### config.mk
export PLATFORM = sky130hd
export DESIGN_NAME = transmit_port_control_regs
export DESIGN_NICKNAME = d
export VERILOG_FILES = /design/src/rtl/tpc_pkg.sv /design/src/rtl/transmit_port_control_regs.sv
export VERILOG_INCLUDE_DIRS = /design/src /design/src/rtl
export SDC_FILE = /design/constraint.sdc
export NUM_CORES = 1
export LEC_CHECK = 0
export BUFFER_PORTS_ARGS = -buffer_cell sky130_fd_sc_hd__clkbuf_2
export CORE_AREA = 3 3 149 151
export DETAILED_ROUTE_END_ITERATION = 16
export DIE_AREA = 0 0 152 154
export GPL_TIMING_DRIVEN = 0
export HOLD_SLACK_MARGIN = 0.1
export PLACE_DENSITY_LB_ADDON = 0.05
export SLEW_MARGIN = 20
export SYNTH_ARGS = -nofsm -noshare
export SYNTH_HDL_FRONTEND = slang
export SYNTH_SLANG_ARGS = --single-unit
### constraint.sdc
create_clock -name core_clk -period 3.1 [get_ports core_clk]
set_input_delay 0.31 -clock core_clk [delete_from_list [all_inputs] [get_ports core_clk]]
set_output_delay 0.31 -clock core_clk [all_outputs]
set_load 0.01 [all_outputs]
### src/rtl/tpc_regs.svh
`ifndef TPC_REGS_SVH
`define TPC_REGS_SVH

// Register indices within one port; byte address is four times the index
`define TPC_IDX_LOOP_CODE 9'h186
`define TPC_IDX_WATERMARK 9'h187
`define TPC_IDX_INTERLEAVE 9'h188
`define TPC_IDX_MON_SELECT 9'h189
`define TPC_IDX_TEST_PORT 9'h18a
`define TPC_IDX_SUPPRESS 9'h18b
`define TPC_IDX_MON_DATA 9'h18c
`define TPC_IDX_SYNC_CTRL 9'h18e
`define TPC_IDX_FIFO_STATUS 9'h191
// Index stride between ports is 0x200, so the port sits in index bits 10:9
`define TPC_PORT_LSB 9

// Writable bits per register
`define TPC_MASK_LOOP_CODE 8'h03
`define TPC_MASK_WATERMARK 8'h03
`define TPC_MASK_INTERLEAVE 8'h7f
`define TPC_MASK_MON_SELECT 8'h1f
`define TPC_MASK_TEST_PORT 8'h07
`define TPC_MASK_SUPPRESS 8'hff
`define TPC_MASK_SYNC_CTRL 8'h0f
`define TPC_RESET_VALUE 8'h00

// Field positions
`define TPC_IB_SIZE_LSB 5
`define TPC_IB_TYPE_BIT 4
`define TPC_IB_ENABLE_BIT 3
`define TPC_TP_DIR_BIT 2
`define TPC_TP_FRAMING_BIT 1
`define TPC_TP_ENABLE_BIT 0
`define TPC_SY_MFSEARCH_BIT 3
`define TPC_SY_ENABLE_BIT 2
`define TPC_SY_NOAUTO_BIT 1
`define TPC_SY_RESYNC_BIT 0
`define TPC_ST_BELOW_BIT 1

// Watermark levels, bytes
`define TPC_WM_SEL0 7'd4
`define TPC_WM_SEL1 7'd16
`define TPC_WM_SEL2 7'd32
`define TPC_WM_SEL3 7'd48
// Primary loop code lengths, bits
`define TPC_LC_SEL0 5'd5
`define TPC_LC_SEL1 5'd6
`define TPC_LC_SEL2 5'd7
`define TPC_LC_SEL3 5'd16
// Interleaved bus sizes, devices; zero marks the reserved code
`define TPC_IB_DEV0 4'd2
`define TPC_IB_DEV1 4'd4
`define TPC_IB_DEV2 4'd8
`define TPC_IB_DEV3 4'd0

`endif

### src/rtl/tpc_pkg.sv
package tpc_pkg;

	typedef struct packed {
		logic [6:0] fifo_level;
		logic chan_strobe;
		logic [4:0] chan_idx;
		logic [7:0] chan_data;
		logic bit_strobe;
		logic [2:0] bit_pos;
		logic fbit_slot;
		logic pattern_bit;
		logic tx_bit;
		logic rx_bit;
		logic e1_mode;
	} port_in_t;

	typedef struct packed {
		logic [1:0] loop_code_length;
		logic [4:0] loop_len_bits;
		logic [6:0] fifo_low_level_bytes;
		logic [3:0] shared_bus_devices;
		logic bus_size_reserved;
		logic interleave_type;
		logic interleave_enable;
		logic [3:0] slot_position;
		logic pattern_port_direction;
		logic pattern_framing_select;
		logic pattern_port_enable;
		logic [7:0] pattern_bit_suppress;
		logic synchronizer_enable;
		logic multiframe_word_search;
		logic auto_resync_enable;
	} port_cfg_t;

	typedef struct packed {
		logic tx_bit;
		logic rx_bit;
		logic pattern_take;
		logic resync_start;
		logic below_watermark_flag;
	} port_out_t;

endpackage : tpc_pkg

### src/rtl/transmit_port_control_regs.sv
// Local design decision: register access over APB.
`timescale 1ns/1ps
`include "tpc_regs.svh"

module transmit_port_control_regs
	import tpc_pkg::*;
#(
	parameter int PORTS = 4,
	parameter int ADDR_W = 16
) (
	input wire logic core_clk,
	input wire logic arst_n,
	input wire logic psel,
	input wire logic penable,
	input wire logic pwrite,
	input wire logic [ADDR_W-1:0] paddr,
	input wire logic [31:0] pwdata,
	input wire logic [3:0] pstrb,
	output logic [31:0] prdata,
	output logic pready,
	output logic pslverr,
	input wire port_in_t [PORTS-1:0] line_in,
	output port_cfg_t [PORTS-1:0] cfg_out,
	output port_out_t [PORTS-1:0] line_out
);

	initial begin
		if (PORTS < 1 || PORTS > 4) begin
			$error("PORTS must be 1 to 4");
		end
		if (ADDR_W < 13) begin
			$error("ADDR_W must be at least 13");
		end
	end

	// Bus decode; byte address is four times the register index
	wire logic setup = psel && !penable;
	wire logic access = psel && penable;
	wire logic [10:0] reg_index = paddr[12:2];
	wire logic [1:0] port_sel = reg_index[10:`TPC_PORT_LSB];
	wire logic [8:0] reg_sel = reg_index[8:0];
	wire logic high_zero = (ADDR_W > 13) ? (paddr >> 13) == '0 : 1'b1;
	wire logic aligned = paddr[1:0] == 2'b00;
	wire logic port_ok = {30'h0, port_sel} < PORTS;
	wire logic sel_loop = reg_sel == `TPC_IDX_LOOP_CODE;
	wire logic sel_wm = reg_sel == `TPC_IDX_WATERMARK;
	wire logic sel_ib = reg_sel == `TPC_IDX_INTERLEAVE;
	wire logic sel_msel = reg_sel == `TPC_IDX_MON_SELECT;
	wire logic sel_tp = reg_sel == `TPC_IDX_TEST_PORT;
	wire logic sel_sup = reg_sel == `TPC_IDX_SUPPRESS;
	wire logic sel_mdat = reg_sel == `TPC_IDX_MON_DATA;
	wire logic sel_sync = reg_sel == `TPC_IDX_SYNC_CTRL;
	wire logic sel_stat = reg_sel == `TPC_IDX_FIFO_STATUS;
	wire logic reg_hit = sel_loop || sel_wm || sel_ib || sel_msel || sel_tp || sel_sup ||
		sel_mdat || sel_sync || sel_stat;
	wire logic mapped = high_zero && aligned && port_ok && reg_hit;
	// Writes land only at the access edge and only on the low byte lane
	wire logic wr_go = access && pwrite && mapped && pstrb[0];
	wire logic [7:0] wbyte = pwdata[7:0];

	logic [7:0] rd_byte [PORTS];
	logic [31:0] prdata_q;
	logic pslverr_q;

	// Zero-wait access; read data and error are prepared in the setup cycle
	assign pready = access;
	assign prdata = prdata_q;
	assign pslverr = pslverr_q;

	wire logic [7:0] rd_sel_byte = port_ok ? rd_byte[port_sel] : 8'h00;

	always_ff @(posedge core_clk or negedge arst_n) begin
		if (!arst_n) begin
			prdata_q <= 32'h0;
			pslverr_q <= 1'b0;
		end else if (setup) begin
			prdata_q <= (mapped && !pwrite) ? {24'h0, rd_sel_byte} : 32'h0;
			pslverr_q <= !mapped;
		end
	end

	genvar p;
	generate
		for (p = 0; p < PORTS; p++) begin : g_port
			logic [7:0] loop_q, wm_q, ib_q, msel_q, tp_q, sup_q, sync_q, mdat_q;
			logic below_prev_q, flag_q, resync_prev_q, resync_q;
			logic tx_q, rx_q;
			wire logic port_wr = wr_go && port_sel == p[1:0];
			wire logic [6:0] wm_bytes;
			wire logic below;
			wire logic flag_set;
			wire logic flag_clr;
			wire logic pattern_slot;
			wire logic inject;
			wire port_in_t li = line_in[p];

			// Masked writes keep unused bits at zero
			always_ff @(posedge core_clk or negedge arst_n) begin
				if (!arst_n) begin
					loop_q <= `TPC_RESET_VALUE;
					wm_q <= `TPC_RESET_VALUE;
					ib_q <= `TPC_RESET_VALUE;
					msel_q <= `TPC_RESET_VALUE;
					tp_q <= `TPC_RESET_VALUE;
					sup_q <= `TPC_RESET_VALUE;
					sync_q <= `TPC_RESET_VALUE;
				end else if (port_wr) begin
					if (sel_loop) loop_q <= wbyte & `TPC_MASK_LOOP_CODE;
					if (sel_wm) wm_q <= wbyte & `TPC_MASK_WATERMARK;
					if (sel_ib) ib_q <= wbyte & `TPC_MASK_INTERLEAVE;
					if (sel_msel) msel_q <= wbyte & `TPC_MASK_MON_SELECT;
					if (sel_tp) tp_q <= wbyte & `TPC_MASK_TEST_PORT;
					if (sel_sup) sup_q <= wbyte & `TPC_MASK_SUPPRESS;
					if (sel_sync) sync_q <= wbyte & `TPC_MASK_SYNC_CTRL;
				end
			end

			// Loop code length, primary value; code 01 also covers 3, code 11 its divisors
			assign cfg_out[p].loop_code_length = loop_q[1:0];
			assign cfg_out[p].loop_len_bits = (loop_q[1:0] == 2'd0) ? `TPC_LC_SEL0 :
				(loop_q[1:0] == 2'd1) ? `TPC_LC_SEL1 :
				(loop_q[1:0] == 2'd2) ? `TPC_LC_SEL2 : `TPC_LC_SEL3;

			assign wm_bytes = (wm_q[1:0] == 2'd0) ? `TPC_WM_SEL0 :
				(wm_q[1:0] == 2'd1) ? `TPC_WM_SEL1 :
				(wm_q[1:0] == 2'd2) ? `TPC_WM_SEL2 : `TPC_WM_SEL3;
			assign cfg_out[p].fifo_low_level_bytes = wm_bytes;

			assign cfg_out[p].shared_bus_devices =
				(ib_q[`TPC_IB_SIZE_LSB+:2] == 2'd0) ? `TPC_IB_DEV0 :
				(ib_q[`TPC_IB_SIZE_LSB+:2] == 2'd1) ? `TPC_IB_DEV1 :
				(ib_q[`TPC_IB_SIZE_LSB+:2] == 2'd2) ? `TPC_IB_DEV2 : `TPC_IB_DEV3;
			assign cfg_out[p].bus_size_reserved = ib_q[`TPC_IB_SIZE_LSB+:2] == 2'd3;
			assign cfg_out[p].interleave_type = ib_q[`TPC_IB_TYPE_BIT];
			assign cfg_out[p].interleave_enable = ib_q[`TPC_IB_ENABLE_BIT];
			assign cfg_out[p].slot_position = {1'b0, ib_q[2:0]} + 4'd1;

			assign cfg_out[p].pattern_port_direction = tp_q[`TPC_TP_DIR_BIT];
			assign cfg_out[p].pattern_framing_select = tp_q[`TPC_TP_FRAMING_BIT];
			assign cfg_out[p].pattern_port_enable = tp_q[`TPC_TP_ENABLE_BIT];
			assign cfg_out[p].pattern_bit_suppress = sup_q;

			// Multiframe search only makes sense on E1 lines
			assign cfg_out[p].multiframe_word_search =
				sync_q[`TPC_SY_MFSEARCH_BIT] && li.e1_mode;
			assign cfg_out[p].synchronizer_enable = sync_q[`TPC_SY_ENABLE_BIT];
			assign cfg_out[p].auto_resync_enable = !sync_q[`TPC_SY_NOAUTO_BIT];

			// Channel monitor snapshot of the selected channel
			always_ff @(posedge core_clk or negedge arst_n) begin
				if (!arst_n) begin
					mdat_q <= `TPC_RESET_VALUE;
				end else if (li.chan_strobe && li.chan_idx == msel_q[4:0]) begin
					mdat_q <= li.chan_data;
				end
			end

			// Pattern insertion; bit_pos 7 is the channel MSB
			assign pattern_slot = !li.fbit_slot || tp_q[`TPC_TP_FRAMING_BIT];
			assign inject = li.bit_strobe && tp_q[`TPC_TP_ENABLE_BIT] && pattern_slot &&
				!sup_q[li.bit_pos];
			assign line_out[p].pattern_take = inject;

			always_ff @(posedge core_clk or negedge arst_n) begin
				if (!arst_n) begin
					tx_q <= 1'b0;
					rx_q <= 1'b0;
				end else begin
					tx_q <= (inject && !tp_q[`TPC_TP_DIR_BIT]) ? li.pattern_bit : li.tx_bit;
					rx_q <= (inject && tp_q[`TPC_TP_DIR_BIT]) ? li.pattern_bit : li.rx_bit;
				end
			end
			assign line_out[p].tx_bit = tx_q;
			assign line_out[p].rx_bit = rx_q;

			// Resync is edge triggered so a bit left high does not retrigger
			always_ff @(posedge core_clk or negedge arst_n) begin
				if (!arst_n) begin
					resync_prev_q <= 1'b0;
					resync_q <= 1'b0;
				end else begin
					resync_prev_q <= sync_q[`TPC_SY_RESYNC_BIT];
					resync_q <= sync_q[`TPC_SY_RESYNC_BIT] && !resync_prev_q;
				end
			end
			assign line_out[p].resync_start = resync_q;

			// Below-watermark flag: set wins over a same-cycle clear
			assign below = li.fifo_level < wm_bytes;
			assign flag_set = below && !below_prev_q;
			assign flag_clr = port_wr && sel_stat && wbyte[`TPC_ST_BELOW_BIT];
			always_ff @(posedge core_clk or negedge arst_n) begin
				if (!arst_n) begin
					below_prev_q <= 1'b0;
					flag_q <= 1'b0;
				end else begin
					below_prev_q <= below;
					flag_q <= flag_set || (flag_q && !flag_clr);
				end
			end
			assign line_out[p].below_watermark_flag = flag_q;

			always_comb begin
				rd_byte[p] = 8'h00;
				unique case (1'b1)
					sel_loop: rd_byte[p] = loop_q;
					sel_wm: rd_byte[p] = wm_q;
					sel_ib: rd_byte[p] = ib_q;
					sel_msel: rd_byte[p] = msel_q;
					sel_tp: rd_byte[p] = tp_q;
					sel_sup: rd_byte[p] = sup_q;
					sel_mdat: rd_byte[p] = mdat_q;
					sel_sync: rd_byte[p] = sync_q;
					sel_stat: rd_byte[p] = {6'h0, flag_q, 1'b0};
					default: rd_byte[p] = 8'h00;
				endcase
			end
		end
	endgenerate

endmodule : transmit_port_control_regs

=== Yosys cells after proc, flatten, opt, wreduce, memory -nomap -nowiden ===
Index checks and enable logic that the tools add are counted.

* Bits in registers: 213
* Bits in latches: 0
* RAM bits: 0
* Memory bits (read-only): 0
* Input port bits: 177
* Output and inout bits: 210
* Word-level logic and storage cells: 326
* Memories kept: 0

* Add/subtract/negate cells: 4
* $mul: 0
* Div/mod/pow operators: 0
* Order comparisons: 9
* Eq/ne operators: 44
* Shift operators: 0
* Muxes and demuxes: 60
* Bitwise logic cells: 1
* Reduce and logical (&&, ||, !) cells: 150

{| class="wikitable"
|+ Operators by type and width
! operator !! number
|-
| $pmux 8 s9 || 4
|-
| $eq 9x9->1 const B || 9
|-
| $mux 5 || 16
|-
| $logic_and 1x1->1 || 60
|-
| $reduce_and 2->1 || 28
|-
| $mux 4 || 12
|-
| $mux 6 || 8
|-
| $eq 2x2->1 const B || 18
|-
| $logic_not 1->1 || 31
|-
| $logic_not 2->1 || 14
|-
| $lt 7x6->1 || 4
|-
| $eq 2x1->1 const B || 13
|-
| $mux 8 || 3
|-
| $eq 5x5->1 || 4
|-
| $add 3x1->4 const B || 4
|-
| $bmux 8 s2 || 1
|-
| $logic_not 16->1 || 1
|-
| $logic_or 1x1->1 || 16
|-
| $lt 3x4->1 const B || 4
|-
| $bmux 1 s3 || 4
|-
| $mux 1 || 12
|-
| $ge 3x3->1 const B || 1
|-
| $not 2->3 || 1
|}

=== Depth between registers and ports, before layout ===
* Depth after elaboration: 18
* Gate-level depth with buffers: 9

=== Worst setup path after synthesis ===
No wires, ideal clock.

* Path kind: input to register
* Start: input paddr[2]
* End: register g_port[1].sync_q[3]
* Arrival time: 2.203 ns
* Path slack: 0.773 ns
* Stages: 7
* Buffers on the path: 2
* Cell sequence: buf_2 > nor2b_1 > o2111ai_2 > a2111oi_4 > and2_0 > buf_2 > mux2_2

* Cells in the longest elaborated chain, start to end: 14
* Elaborated cells on any way between the ends: 22
* Classes of those cells: eq/ne (9); reduce/logical (13)

{| class="wikitable"
|+ RTL lines
! element !! RTL line !! RTL
|-
| start: declaration || transmit_port_control_regs.sv:16 || <nowiki>input wire logic [ADDR_W-1:0] paddr,</nowiki>
|-
| $eq 9x9->1 (no source line) || - ||
|-
| $logic_or 1x1->1 (6 in a row) || transmit_port_control_regs.sv:54 || <nowiki>wire logic reg_hit = sel_loop || sel_wm || sel_ib || sel_msel || sel_tp || sel_sup ||</nowiki>
|-
| $logic_or 1x1->1 (2 in a row) || transmit_port_control_regs.sv:55 || <nowiki>sel_mdat || sel_sync || sel_stat;</nowiki>
|-
| $logic_and 1x1->1 || transmit_port_control_regs.sv:56 || <nowiki>wire logic mapped = high_zero && aligned && port_ok && reg_hit;</nowiki>
|-
| $logic_and 1x1->1 (2 in a row) || transmit_port_control_regs.sv:58 || <nowiki>wire logic wr_go = access && pwrite && mapped && pstrb[0];</nowiki>
|-
| $logic_and 1x1->1 || transmit_port_control_regs.sv:88 || <nowiki>wire logic port_wr = wr_go && port_sel == p[1:0];</nowiki>
|-
| $reduce_and 2->1 (no source line) (*) || - ||
|-
| end signal: assignment || transmit_port_control_regs.sv:106 || <nowiki>sync_q <= `TPC_RESET_VALUE;</nowiki>
|-
| end signal: assignment || transmit_port_control_regs.sv:114 || <nowiki>if (sel_sync) sync_q <= wbyte & `TPC_MASK_SYNC_CTRL;</nowiki>
|-
| end: declaration || transmit_port_control_regs.sv:85 || <nowiki>logic [7:0] loop_q, wm_q, ib_q, msel_q, tp_q, sup_q, sync_q, mdat_q;</nowiki>
|}

Mark *: on every way between the ends. The rest lies on a longest branch, timed or not.
A chain may end at the register's enable or synchronous reset.

=== Worst setup path in the final report ===
* Start: input paddr[2]
* End: register prdata_q[2], in the netlist prdata[2]

* Cells in the longest elaborated chain, start to end: 12
* Elaborated cells on any way between the ends: 27
* Classes of those cells: eq/ne (9); mux (8); reduce/logical (10)

{| class="wikitable"
|+ RTL lines
! element !! RTL line !! RTL
|-
| branches (longest 11 deep; another with $eq 9x9->1) || - ||
|-
| $mux 8 (*) || transmit_port_control_regs.sv:77 || <nowiki>prdata_q <= (mapped && !pwrite) ? {24'h0, rd_sel_byte} : 32'h0;</nowiki>
|-
| end signal: assignment || transmit_port_control_regs.sv:77 ||
|-
| end: declaration || transmit_port_control_regs.sv:62 || <nowiki>logic [31:0] prdata_q;</nowiki>
|}

Mark *: on every way between the ends. The select of a mux whose other input is x is not followed.

==> impl_metrics.ini <==
[global_route]
grt_usage = 0.2986
grt_max_degree = 73
met1_usage = 0.3869
grt.met2_usage = 0.4981
grt_busiest_layer = met2
met3_usage = 0.06952
grt_pass1_vias = 8857
overflow = 0
antenna_found_initial = 0
grt_first_pass_wirelength_um = 53590

[clock_tree]
clkLatencyLatePin_ns = 0.45
post_cts_buffers = 0
cts-hold-fix-buffers = 26
clock_path_buffers = 2
cts_resized = 0
clock_sinks = 189
cts_max_level = 4
cts_buffers = 17
cts_tree = yes
path_clk_slew_ns = 0.07
clockRootBuffer = clkbuf_16

[floorplan]
io_pins = 387
die_h_um = 154
die_w_um = 152
die-area_sq_um = 23410
core_sq_um = 20960
initial_core_util = 0.5079
fp-row-count = 53

[logic_synthesis]
synthTopCellsByArea = dfrtp_1, mux2_2, buf_4
synth_top_cell_area_share = 0.4443
syn_inst = 922
synth-seq-cells = 189
synth_mux_area_frac = 0.2211
synth-simple-area-share = 0.1025
synth_warnings = 0
synth_edf_count = 0
syn_area_sq_um = 10640
synth_compound_area_frac = 0.09028
yosysTopAreaCell = dfrtp_1
yosysUniqueCellTypes = 72
syn_avg_cell_area_sq_um = 11.54
synth_top_family_by_area = multiplexers
synthXorXnorAreaFrac = 0.01975
ys_seq_area_frac = 0.4443
ys.flop_type = dfrtp_1
postSynth.asyncResetShare = 1.000
synth_fa_ha_area_frac = 0.03291

[placed_design]
placed_area_sq_um = 12720
gp_congestion = 0.9977
io_buffers = 298
place_hpwl_um = 27230
place_inst = 1544

[worst_setup_path]
crit_path_end_kind = flop
worst_setup_path_start_kind = input port
rrSetupSlack_ns = 0.80
reg2reg_to = g_port[1].tx_q
r2r_start = g_port[1].sup_q[0]
ff2ff_path_depth = 5
crit_arrival_ns = 3.22
cp.required_ns = 3.43
cp_max_fo = 10
critical_path_class = input port to flop
cp-startpoint = paddr[2]

[timing]
setup_tns_ns = 0
setup_viol = 0
worst_slew_pin_slew_ns = 0.9634
timing.final.crit_share = 0.9338
finalMaxSlewViolations = 0
rsz0062_at_grt = false
hold_ws_ns = 0.1073
fmax_mhz = 345.5
finClkSkew_ns = 0.01272
finalHoldViolCount = 0
slew_headroom = 0.3411
post-route-min-period_ns = 2.895

[cells_and_area]
regArea_sq_um = 4730
n_fill_cell = 1738
syn2layout_area_growth_pct = 27.66
diodes = 0
final_common_cell = clkbuf_2
drive_gt1_frac = 0.4748
num-nets-final = 1519
design_area_sq_um = 13590
layout.cells.non_filler = 1602
multi_input_area_sq_um = 5151
layout_common_cells = clkbuf_2, dfrtp_1, mux2_2, buf_4, nand2_1

[hold_path]
hold_path_class = input port to flop
hold_path.startpoint = line_in[12]
holdPathEnd = g_port[0].mdat_q[3]
hold_depth = 2

[power_and_ir_drop]
peakVddDrop_mv = 0.4004
cellPowerDensity_nw_per_um2 = 399.0
finalPower_mw = 5.422
power.static_leakage_nw = 7.129

[routing]
wl_per_cell_um = 22.04
drcViolationCount = 0
postRouteAntennaNets = 0
dr_total_vias = 8898
via_per_inst = 5.554
wl_um = 35310
drtIter0Drc = 594
dr.pass1.iters = 6

[job]
cap_violations = 0

[run_status]
status = completed
## worst max path at each step
stage	endpoint	slack, ns
4_1_cts	prdata[2]	0.27
3_3_place_gp	g_port[1].mdat_q[3]	-1.97
2_1_floorplan	g_port[1].sync_q[3]	0.77
6_report	prdata[2]	0.21
5_1_grt	prdata[2]	0.15
3_5_place_dp	prdata[2]	-0.17
## cell families after synthesis
| group | count (synthesis) |
|---|---|
| AOI/OAI and AO/OA | 115 |
| xor gates and xnor gates | 24 |
| adders and majority gates | 28 |
| buffers and inverters | 167 |
| DFF | 189 |
| muxes | 204 |
| other | 1 |
| and+or+nand+nor | 194 |
## power breakdown
group / switching (mW) / internal, mW / total, mW / leakage (nW)
clock: 1.08 / 1.16 / 2.24 / 0.293
combinational: 0.302 / 0.271 / 0.573 / 4.29
sequential: 0.0556 / 2.55 / 2.61 / 2.54
total: 1.44 / 3.98 / 5.42 / 7.13
## critical path: stages
cell,delay (ns)
buf_2,0.19
buf_1,0.74
buf_2,0.54
clkbuf_1,0.58
o21ai_0,0.23
a22oi_1,0.23
nand4_1,0.12
a22o_1,0.27
## area by class of cell
cell class,instances,area share
Buffer,129,0.05902
Clock buffer,17,0.03131
Clock inverter,15,0.01308
Inverter,38,0.01050
Multi-Input combinational cell,613,0.3791
Sequential cell,189,0.3481
Tap cell,275,0.02532
Timing Repair Buffer,326,0.1336
## flip-flops by register name, indices dropped and copies added (netlist names), 8 cells and up
name           count
g_port.mdat_q     32
g_port.sup_q      32
g_port.ib_q       28
g_port.msel_q     20
g_port.sync_q     16
g_port.tp_q       12
g_port.loop_q      8
g_port.wm_q        8
prdata             8
## metrics by stage
stage	utilization	setup slack, ns
2_1_floorplan	-	0.7725
3_3_place_gp	0.6040	-1.971
3_5_place_dp	0.6072	-0.1728
4_1_cts	0.6484	0.2664
5_1_grt	0.6484	0.1522
6_report	0.6484	0.2053
## cell usage after synthesis, types with 4 or more instances
| master | instances |
|---|---|
| buf_4 | 81 |
| nand2_2 | 8 |
| mux2i_1 | 27 |
| mux4_2 | 8 |
| and2_1 | 9 |
| nor2_1 | 25 |
| nand4_1 | 6 |
| and3_1 | 14 |
| o2111a_1 | 4 |
| nand2_1 | 50 |
| nand2b_1 | 13 |
| nor3_1 | 6 |
| buf_2 | 11 |
| a221o_1 | 14 |
| ha_1 | 28 |
| a2111oi_0 | 4 |
| nor2b_1 | 16 |
| a221oi_1 | 10 |
| or2_2 | 7 |
| inv_1 | 38 |
| nor4_1 | 7 |
| dfrtp_1 | 189 |
| nand3_1 | 12 |
| a211oi_1 | 6 |
| o31ai_1 | 4 |
| mux2_2 | 168 |
| o21ai_0 | 22 |
| buf_1 | 5 |
| a22oi_1 | 5 |
| xnor2_1 | 4 |
| o22ai_1 | 4 |
| clkbuf_1 | 32 |
| a22o_1 | 6 |
| a21oi_1 | 5 |
| xor2_1 | 20 |
## per-layer routing
| layer | wire length [um] | vias to the layer above |
|---|---|---|
| li1 | - | 3985 |
| met5 | 0 | - |
| met3 | 2945 | 71 |
| met1 | 14140 | 4370 |
| met2 | 17130 | 472 |
| met4 | 1101 | 0 |
Power figures use the tool's default switching activity.
